--- src/mwbt_pkg.sv ---
// Purpose: Shared constants and types for the master window bus translator
// Assumes: 200 MHz system clock, host cycle requests held until ready
// Notes:   All offsets, field positions and counts live here by name
package mwbt_pkg;

  // Clock and timing
  localparam int unsigned CLK_PERIOD_PS   = 5000;
  localparam int unsigned HOST_LIMIT_NS   = 14800;  // Longest host cycle hold
  localparam int unsigned HOST_LIMIT_CYC  = (HOST_LIMIT_NS * 1000) / CLK_PERIOD_PS;
  localparam int unsigned TMO_W           = 12;

  // Window geometry
  localparam int unsigned HADDR_W         = 24;
  localparam int unsigned WIN_OFS_W       = 16;
  localparam int unsigned WIN_BASE_W      = HADDR_W - WIN_OFS_W;
  localparam int unsigned PAGE_W          = 16;
  localparam int unsigned AM_W            = 5;
  localparam int unsigned DATA_W          = 16;
  localparam int unsigned RADDR_W         = 32;

  // Window control register layout: enable in bit 0, base in [15:8], modifier in [28:24]
  localparam int unsigned CTRL_W          = 29;
  localparam int unsigned CTRL_EN_BIT     = 0;
  localparam int unsigned CTRL_BASE_LSB   = 8;
  localparam int unsigned CTRL_AM_LSB     = 24;
  localparam logic [CTRL_W-1:0] CTRL_RESET = 29'h0000000;
  localparam logic [PAGE_W-1:0] PAGE_RESET = 16'h0000;

  // Address modifier codes with known decoding
  localparam logic [AM_W-1:0] AM_A16_NPRIV = 5'h11;
  localparam logic [AM_W-1:0] AM_A24       = 5'h19;
  localparam logic [AM_W-1:0] AM_A32       = 5'h01;

  // Status bit positions
  localparam int unsigned STAT_W          = 2;
  localparam int unsigned STAT_DL_BIT     = 0;
  localparam int unsigned STAT_TO_BIT     = 1;

  typedef enum logic [1:0] {
    MWBT_SP_A16 = 2'b00,
    MWBT_SP_A24 = 2'b01,
    MWBT_SP_A32 = 2'b10
  } mwbt_space_t;

  typedef enum logic [1:0] {
    MWBT_ST_IDLE = 2'b00,
    MWBT_ST_BUSY = 2'b01,
    MWBT_ST_DONE = 2'b10
  } mwbt_state_t;

endpackage : mwbt_pkg

--- src/mwbt_xlate_if.sv ---
// Purpose: Carries window settings from the register holder to the cycle engine
// Assumes: Single clock domain
// Notes:   Register side drives, engine side only reads
`timescale 1ns/100ps
interface mwbt_xlate_if;
  import mwbt_pkg::*;
  logic                  win_en;
  logic [WIN_BASE_W-1:0] win_base;
  logic [AM_W-1:0]       am;
  logic [PAGE_W-1:0]     page;
  mwbt_space_t           space;

  modport regs (output win_en, win_base, am, page, space);
  modport eng  (input  win_en, win_base, am, page, space);
endinterface : mwbt_xlate_if

--- src/mwbt_cfg_regs.sv ---
// Purpose: Holds window control and page settings, decodes the target space
// Assumes: Writes come from the host register port in the system clock domain
// Notes:   Settings change only on write, never on access
`timescale 1ns/100ps
module mwbt_cfg_regs
  import mwbt_pkg::*;
(
  // Clock and reset
  input  wire logic                     i_clk,
  input  wire logic                     i_rst_n,
  // Write port
  input  wire logic                     i_ctrl_we,
  input  wire logic [CTRL_W-1:0]        i_ctrl_wdata,
  input  wire logic                     i_page_we,
  input  wire logic [PAGE_W-1:0]        i_page_wdata,
  // Settings out
  mwbt_xlate_if.regs                    cfg
);

  logic [CTRL_W-1:0] ctrl_q;
  logic [PAGE_W-1:0] page_q;

  // Space decode; bits [4:3] of 11 give mid, 10 with nonzero low bits short, all others long
  function automatic mwbt_space_t space_of(input logic [AM_W-1:0] am);
    if (am == AM_A16_NPRIV || am[4:3] == 2'h1 || am[4:3] == 2'h2) begin
      space_of = (am == AM_A16_NPRIV) ? MWBT_SP_A16 : MWBT_SP_A32;
    end else begin
      space_of = MWBT_SP_A32;
    end
    if (am == AM_A24 || am[4:3] == 2'h3) begin
      space_of = MWBT_SP_A24;
    end
    if (am == AM_A16_NPRIV || am[4:3] == 2'h2 && am[2:0] != 3'h0) begin
      space_of = MWBT_SP_A16;
    end
    if (am == AM_A32 || am[4:3] == 2'h0) begin
      space_of = MWBT_SP_A32;
    end
  endfunction : space_of

  // Control register, rewritable any time
  always_ff @(posedge i_clk or negedge i_rst_n) begin
    if (!i_rst_n) begin
      ctrl_q <= CTRL_RESET;
    end else if (i_ctrl_we) begin
      ctrl_q <= i_ctrl_wdata;
    end
  end

  // Page held until rewritten
  always_ff @(posedge i_clk or negedge i_rst_n) begin
    if (!i_rst_n) begin
      page_q <= PAGE_RESET;
    end else if (i_page_we) begin
      page_q <= i_page_wdata;
    end
  end

  assign cfg.win_en   = ctrl_q[CTRL_EN_BIT];
  assign cfg.win_base = ctrl_q[CTRL_BASE_LSB +: WIN_BASE_W];
  assign cfg.am       = ctrl_q[CTRL_AM_LSB +: AM_W];
  assign cfg.page     = page_q;
  assign cfg.space    = space_of(ctrl_q[CTRL_AM_LSB +: AM_W]);

endmodule : mwbt_cfg_regs

--- src/mwbt_status.sv ---
// Purpose: Sticky deadlock and timeout flags with optional interrupt request
// Assumes: Event pulses and clear strobes are on the system clock
// Notes:   A set in the clearing cycle wins so no event is lost
`timescale 1ns/100ps
module mwbt_status
  import mwbt_pkg::*;
(
  // Clock and reset
  input  wire logic              i_clk,
  input  wire logic              i_rst_n,
  // Events and software side
  input  wire logic [STAT_W-1:0] i_set,
  input  wire logic              i_clr,
  input  wire logic              i_rd,
  input  wire logic [STAT_W-1:0] i_irq_en,
  // Flags out
  output logic      [STAT_W-1:0] o_flags,
  output logic                   o_irq
);

  // Clear on write or on read, set has priority
  always_ff @(posedge i_clk or negedge i_rst_n) begin
    if (!i_rst_n) begin
      o_flags <= '0;
    end else if (i_clr || i_rd) begin
      o_flags <= i_set;
    end else begin
      o_flags <= o_flags | i_set;
    end
  end

  // Interrupt follows enabled flags
  always_ff @(posedge i_clk or negedge i_rst_n) begin
    if (!i_rst_n) begin
      o_irq <= 1'b0;
    end else begin
      o_irq <= |((o_flags | i_set) & i_irq_en);
    end
  end

endmodule : mwbt_status

--- src/mwbt_master_window.sv ---
// Purpose: Translates host memory cycles in a 64 KB window into remote bus cycles
// Assumes: One clock; remote handshake inputs come from pins
// Notes:   Host waits on o_host_ready; early end is flagged by o_host_abort
//
// Operation
// - Every remote cycle carries the programmed five-bit address modifier.
// - The page value drives the upper remote address lines for long spaces.
// - The modifier may be rewritten any time and affects later cycles only.
// - With the window on, each host cycle inside it becomes a remote cycle.
// - Modifier 0x11 decodes as short space, 0x19 as mid space, 0x01 as long.
// - Short space uses only the 16-bit host offset as remote address.
// - Mid and long spaces join the page above the 16-bit host offset.
// - Page and modifier persist until software rewrites them.
// - A collision with an inbound remote master ends the host cycle early.
// - A deadlock end sets the deadlock flag and, when enabled, raises an interrupt.
// - A remote cycle that outlasts the host limit ends the host cycle early.
// - Only enabled-window hits on a 64 KB aligned base are answered.
// - A timeout end sets the timeout flag and, when enabled, raises an interrupt.
`timescale 1ns/100ps
module mwbt_master_window
  import mwbt_pkg::*;
(
  // Clock and reset
  input  wire logic                        i_sys_clk,
  input  wire logic                        i_resetn,
  // Register writes
  input  wire logic                        i_ctrl_we,
  input  wire logic [mwbt_pkg::CTRL_W-1:0] i_ctrl_wdata,
  input  wire logic                        i_page_we,
  input  wire logic [mwbt_pkg::PAGE_W-1:0] i_page_wdata,
  // Status access
  input  wire logic                        i_stat_rd,
  input  wire logic                        i_stat_clr,
  input  wire logic [mwbt_pkg::STAT_W-1:0] i_irq_en,
  output logic      [mwbt_pkg::STAT_W-1:0] o_board_status_reg,
  output logic                             o_host_irq,
  // Host memory cycle
  input  wire logic                        i_host_req,
  input  wire logic                        i_host_wr,
  input  wire logic [mwbt_pkg::HADDR_W-1:0] i_host_addr,
  input  wire logic [mwbt_pkg::DATA_W-1:0] i_host_wdata,
  output logic                             o_host_ready,
  output logic                             o_host_abort,
  output logic [mwbt_pkg::DATA_W-1:0]      o_host_rdata,
  // Remote bus cycle
  output logic                             o_rem_cyc,
  output logic                             o_rem_wr,
  output logic [mwbt_pkg::AM_W-1:0]        o_rem_am,
  output logic [mwbt_pkg::RADDR_W-1:0]     o_rem_addr,
  output logic [mwbt_pkg::DATA_W-1:0]      o_rem_wdata,
  input  wire logic                        i_rem_ack,
  input  wire logic [mwbt_pkg::DATA_W-1:0] i_rem_rdata,
  input  wire logic                        i_rem_inbound
);
  import mwbt_pkg::*;

  logic               rst_s1_q, rst_s2_q;
  logic               ack_s1_q, ack_s2_q;
  logic               inb_s1_q, inb_s2_q;
  logic [DATA_W-1:0]  rdat_s1_q, rdat_s2_q;
  mwbt_state_t        state_q;
  logic [TMO_W-1:0]   tmo_q;
  logic [STAT_W-1:0]  ev_set;
  logic               hit;
  logic               rst_n;

  mwbt_xlate_if cfg ();

  // Reset release through two flops
  always_ff @(posedge i_sys_clk or negedge i_resetn) begin
    if (!i_resetn) begin
      rst_s1_q <= 1'b0;
      rst_s2_q <= 1'b0;
    end else begin
      rst_s1_q <= 1'b1;
      rst_s2_q <= rst_s1_q;
    end
  end
  assign rst_n = rst_s2_q;

  // Pin synchronisers for the remote side
  always_ff @(posedge i_sys_clk or negedge rst_n) begin
    if (!rst_n) begin
      ack_s1_q  <= 1'b0;
      ack_s2_q  <= 1'b0;
      inb_s1_q  <= 1'b0;
      inb_s2_q  <= 1'b0;
      rdat_s1_q <= '0;
      rdat_s2_q <= '0;
    end else begin
      ack_s1_q  <= i_rem_ack;
      ack_s2_q  <= ack_s1_q;
      inb_s1_q  <= i_rem_inbound;
      inb_s2_q  <= inb_s1_q;
      rdat_s1_q <= i_rem_rdata;
      rdat_s2_q <= rdat_s1_q;
    end
  end

  mwbt_cfg_regs u_cfg (
    .i_clk        (i_sys_clk),
    .i_rst_n      (rst_n),
    .i_ctrl_we    (i_ctrl_we),
    .i_ctrl_wdata (i_ctrl_wdata),
    .i_page_we    (i_page_we),
    .i_page_wdata (i_page_wdata),
    .cfg          (cfg)
  );

  // Window hit: base compare on the upper bits keeps alignment
  assign hit = cfg.win_en && (i_host_addr[HADDR_W-1:WIN_OFS_W] == cfg.win_base);

  // Remote address from space, page and offset
  function automatic logic [RADDR_W-1:0] rem_addr(input mwbt_space_t sp,
                                                  input logic [PAGE_W-1:0] pg,
                                                  input logic [WIN_OFS_W-1:0] ofs);
    if (sp == MWBT_SP_A16) begin
      rem_addr = {16'h0000, ofs};
    end else begin
      rem_addr = {pg, ofs};
    end
  endfunction : rem_addr

  // Cycle engine; ack ends normally, inbound collision or limit ends early
  always_ff @(posedge i_sys_clk or negedge rst_n) begin
    if (!rst_n) begin
      state_q      <= MWBT_ST_IDLE;
      tmo_q        <= '0;
      o_rem_cyc    <= 1'b0;
      o_rem_wr     <= 1'b0;
      o_rem_am     <= '0;
      o_rem_addr   <= '0;
      o_rem_wdata  <= '0;
      o_host_ready <= 1'b0;
      o_host_abort <= 1'b0;
      o_host_rdata <= '0;
      ev_set       <= '0;
    end else begin
      o_host_ready <= 1'b0;
      o_host_abort <= 1'b0;
      ev_set       <= '0;
      case (state_q)
        MWBT_ST_IDLE: begin
          if (i_host_req && hit) begin
            o_rem_cyc   <= 1'b1;
            o_rem_wr    <= i_host_wr;
            o_rem_am    <= cfg.am;
            o_rem_addr  <= rem_addr(cfg.space, cfg.page,
                                    i_host_addr[WIN_OFS_W-1:0]);
            o_rem_wdata <= i_host_wdata;
            tmo_q       <= '0;
            state_q     <= MWBT_ST_BUSY;
          end
        end
        MWBT_ST_BUSY: begin
          tmo_q <= tmo_q + 1'b1;
          if (ack_s2_q) begin
            o_rem_cyc    <= 1'b0;
            o_host_ready <= 1'b1;
            o_host_rdata <= rdat_s2_q;
            state_q      <= MWBT_ST_DONE;
          end else if (inb_s2_q) begin
            o_rem_cyc                 <= 1'b0;
            o_host_ready              <= 1'b1;
            o_host_abort              <= 1'b1;
            ev_set[STAT_DL_BIT]       <= 1'b1;
            state_q                   <= MWBT_ST_DONE;
          end else if (tmo_q == TMO_W'(HOST_LIMIT_CYC - 1)) begin
            o_rem_cyc                 <= 1'b0;
            o_host_ready              <= 1'b1;
            o_host_abort              <= 1'b1;
            ev_set[STAT_TO_BIT]       <= 1'b1;
            state_q                   <= MWBT_ST_DONE;
          end
        end
        MWBT_ST_DONE: begin
          // Wait for the host to drop its request and the ack to fall
          if (!i_host_req && !ack_s2_q) begin
            state_q <= MWBT_ST_IDLE;
          end
        end
        default: begin
          state_q <= MWBT_ST_IDLE;
        end
      endcase
    end
  end

  mwbt_status u_stat (
    .i_clk    (i_sys_clk),
    .i_rst_n  (rst_n),
    .i_set    (ev_set),
    .i_clr    (i_stat_clr),
    .i_rd     (i_stat_rd),
    .i_irq_en (i_irq_en),
    .o_flags  (o_board_status_reg),
    .o_irq    (o_host_irq)
  );

endmodule : mwbt_master_window

--- config.mk ---
export PLATFORM = sky130hd
export DESIGN_NAME = mwbt_master_window
export DESIGN_NICKNAME = d
export VERILOG_FILES = /design/src/mwbt_pkg.sv /design/src/mwbt_xlate_if.sv /design/src/mwbt_cfg_regs.sv /design/src/mwbt_status.sv /design/src/mwbt_master_window.sv
export SDC_FILE = /design/constraint.sdc
export NUM_CORES = 1
export LEC_CHECK = 0
export BUFFER_PORTS_ARGS = -buffer_cell sky130_fd_sc_hd__buf_2
export CAP_MARGIN = 20
export CORE_MARGIN = 1
export CORE_UTILIZATION = 25
export DETAILED_ROUTE_END_ITERATION = 16
export GPL_TIMING_DRIVEN = 0
export PLACE_DENSITY = 0.43
export RECOVER_POWER = 25
export SYNTH_ARGS = -nofsm -noshare
export SYNTH_HDL_FRONTEND = slang
export SYNTH_SLANG_ARGS = --single-unit
export TNS_END_PERCENT = 10
--- constraint.sdc ---
create_clock -name i_sys_clk -period 12.91 [get_ports i_sys_clk]
set_clock_uncertainty 0.1 [all_clocks]
set_input_delay 1.9365 -clock i_sys_clk [delete_from_list [all_inputs] [get_ports i_sys_clk]]
set_output_delay 1.9365 -clock i_sys_clk [all_outputs]
set_load 0.1 [all_outputs]
==> flow_summary.ini <==
[run_status]
status = complete, but fails checks
violations = capacitance limit, slew limit

[synthesis]
yosysWarnings = 0
synth_area_per_cell_um2 = 14.7
ys_seq_area_share_pct = 67.5
synth_top_family_by_area = multiplexers
yosys.area.top_type = dfrtp_1
synth_flop_cell = dfrtp_1
synth_xor_area_share_pct = 1.18
synth-edff-count = 0
syn_area_um2 = 5930
syn_nets = 516
synth_top_area_share_pct = 67.5
synth_compound_area_share_pct = 3.19
synthMuxAreaShare_pct = 18.8
synth_cells = 402
synth_simple_gate_area_share_pct = 5.76
async_flop_share_pct = 100
synth_fa_ha_area_share_pct = 0.211
synth_area_leaders = dfrtp_1 (68%), mux2_2 (16%), mux2i_1 (3.0%)
netlist-cell-type-count = 38
yosys_register_bits = 160

[clock_network]
hold_buffers = 0
clockBufferDepth = 2
postCtsResizedCells = 0
cts_made_buffers = 17
clock_latency_ps = 420
cts_setup_buffers = 0
numClockSinks = 160
cts_root_buffer = clkbuf_16
htreeDepth = 4
cts_tree = built
clk_pin_slew_ps = 70

[grt]
antenna_found_initial = 1
grt_pass1_wl_mm = 21.6
grt_usage_pct = 11.7
grt_overflow = 0
grt_max_degree = 62
grt_pass1_vias = 4058

[finish]
area_growth_pct = 32.0
final_util_pct = 34.2
nets = 710
final_cell_area_um2 = 7830
layout-drive-gt1-share_pct = 49.1

[sta]
rsz0062_at_grt = false
finalHoldViolCount = 0
report.final.slew_viol_count = 108
max_freq_mhz = 179
period_share_pct = 43.2
tightest_slew_ps = 3340
slew_headroom_pct = -123
finalSetupViolCount = 0
worst_hold_slack_ps = 143
period_minus_slack_ps = 5580
finalSetupTns_ps = 0

[pwr]
cellLeakagePower_nw = 3.96
power_density_nw_per_um2 = 164
finalPower_mw = 1.29
ir_drop_mv = 0.0685

[floorplanning]
core_area_um2 = 22900
start_util_pct = 25.9
ioPinCount = 189
rows = 55
die-area_um2 = 24300
die_x_um = 156
fp.dieH_um = 156

[drt]
antenna_left = 0
via_per_inst = 4.09
first_pass_iters = 4
wl_per_cell_um = 14.3
wl_mm = 13.2
drc = 0
vias = 3778
drt_iter0_drc = 134

[placed_design]
dp_hpwl_mm = 9.57
gp_congestion = 0.703
placed_area_um2 = 7260
io_buffers = 171

[setup_path]
worstPathMaxFanout = 61
crit_type = reg -> async
critPathRequiredTime_ps = 12810
cp.arrival_ps = 5480
cp-start-kind = flop
worstSetupEndpointType = asynchronous set/reset pin

[hold_path]
min_path_type = reg -> async

[run]
drv_cap = 2
sequential cells by signal, indices dropped and copies added, names as in the netlist, 5 cells and up:
register and cells:
o_host_rdata 16, o_rem_addr 32, o_rem_am 5, o_rem_wdata 16
rdat_s1_q 16, rdat_s2_q 16, tmo_q 12, u_cfg.cfg.page 16
u_cfg.ctrl_q 14
synthesized netlist by cell type (all sizes together) (2+ instances only):
cell,n
clkbuf,7
o21ai,11
nor3,4
o21bai,2
o211ai,5
nand2,24
a21oi,2
mux2i,18
and3,3
a21o,3
inv,25
nor4,2
buf,8
nand3,6
mux2,83
nor2,6
dfrtp,160
nand4,6
o31ai,2
nor2b,2
xnor2,8
cells in the final DEF, fill, tap and decap left out, types with 2 or more instances in the layout:
| cell type | instances |
|---|---|
| inv_8 | 4 |
| buf_2 | 174 |
| o31ai_1 | 2 |
| o21ai_0 | 11 |
| clkbuf_16 | 17 |
| inv_6 | 3 |
| o211ai_1 | 5 |
| nand3_1 | 6 |
| nor2_1 | 6 |
| buf_6 | 5 |
| clkbuf_1 | 9 |
| a21oi_1 | 2 |
| nor2b_1 | 2 |
| mux2_2 | 83 |
| nor3_1 | 4 |
| mux2i_1 | 18 |
| o21bai_1 | 2 |
| a21o_1 | 3 |
| nand2_1 | 24 |
| clkinv_4 | 2 |
| dfrtp_1 | 160 |
| clkinv_8 | 6 |
| nor4_4 | 2 |
| diode_2 | 2 |
| xnor2_1 | 8 |
| nand4_1 | 6 |
| and3_1 | 3 |
| inv_1 | 25 |
critical path: stages, from the launching register on:
cell	delay (ps)
dfrtp_1	720
clkbuf_1	2390
clkbuf_1	1890
layer usage:
layer | vias up | track usage [%] | wire, µm
met3 | 10 | 4.22 | 961
met1 | 1883 | 14.5 | 5890
li1 | 1766 | - | -
met2 | 119 | 18.4 | 6170
met5 | - | 0 | 0
met4 | 0 | 4.62 | 181
logic make-up (layout without fill, tap and decap cells):
kind of cell	after synthesis	after routing
flops	160	160
mux	101	101
simple gates	62	62
buf+inv	40	247
compound gates	29	29
xor+xnor	8	8
fa+ha+maj	1	1
other cells	1	3
layout make-up:
type                       instances  area [µm²]
fill                            2326       15100
sequential                       160        4000
multi-input combinational        202        1730
timing repair buffer             175         888
clock buffer                      17         425
tap                              313         392
clock inverter                    15         186
buffer                            15         100
inverter                          25        93.8
antenna                            2        5.00
where the power goes:
part           total (mW)  switching (mW)  internal, mW
sequential          0.563          0.0250         0.538
combinational       0.216           0.158        0.0582
clock               0.506           0.243         0.264
path summary, 6_finish.rpt:
path	slack, ps	startpoint	endpoint	cells after the start
max reg2reg	7330	rst_n	state_q[0]	2
max in group i_sys_clk	9450	i_host_addr[21]	o_rem_wdata[5]	6
min in group i_sys_clk	250	rst_s1_q	rst_n	0
min reg2reg	140	rst_n	o_rem_addr[18]	0
max	7330	rst_n	state_q[0]	2
min	140	rst_n	o_rem_addr[18]	0
metrics by stage:
step	setup WS [ps]	cells
2_1_floorplan	8020	402
3_3_place_gp	6130	886
4_1_cts	9400	922
5_1_grt	6040	923
3_5_place_dp	8950	890
6_report	7330	924
Note: power is estimated with default switching activity, not from simulation.
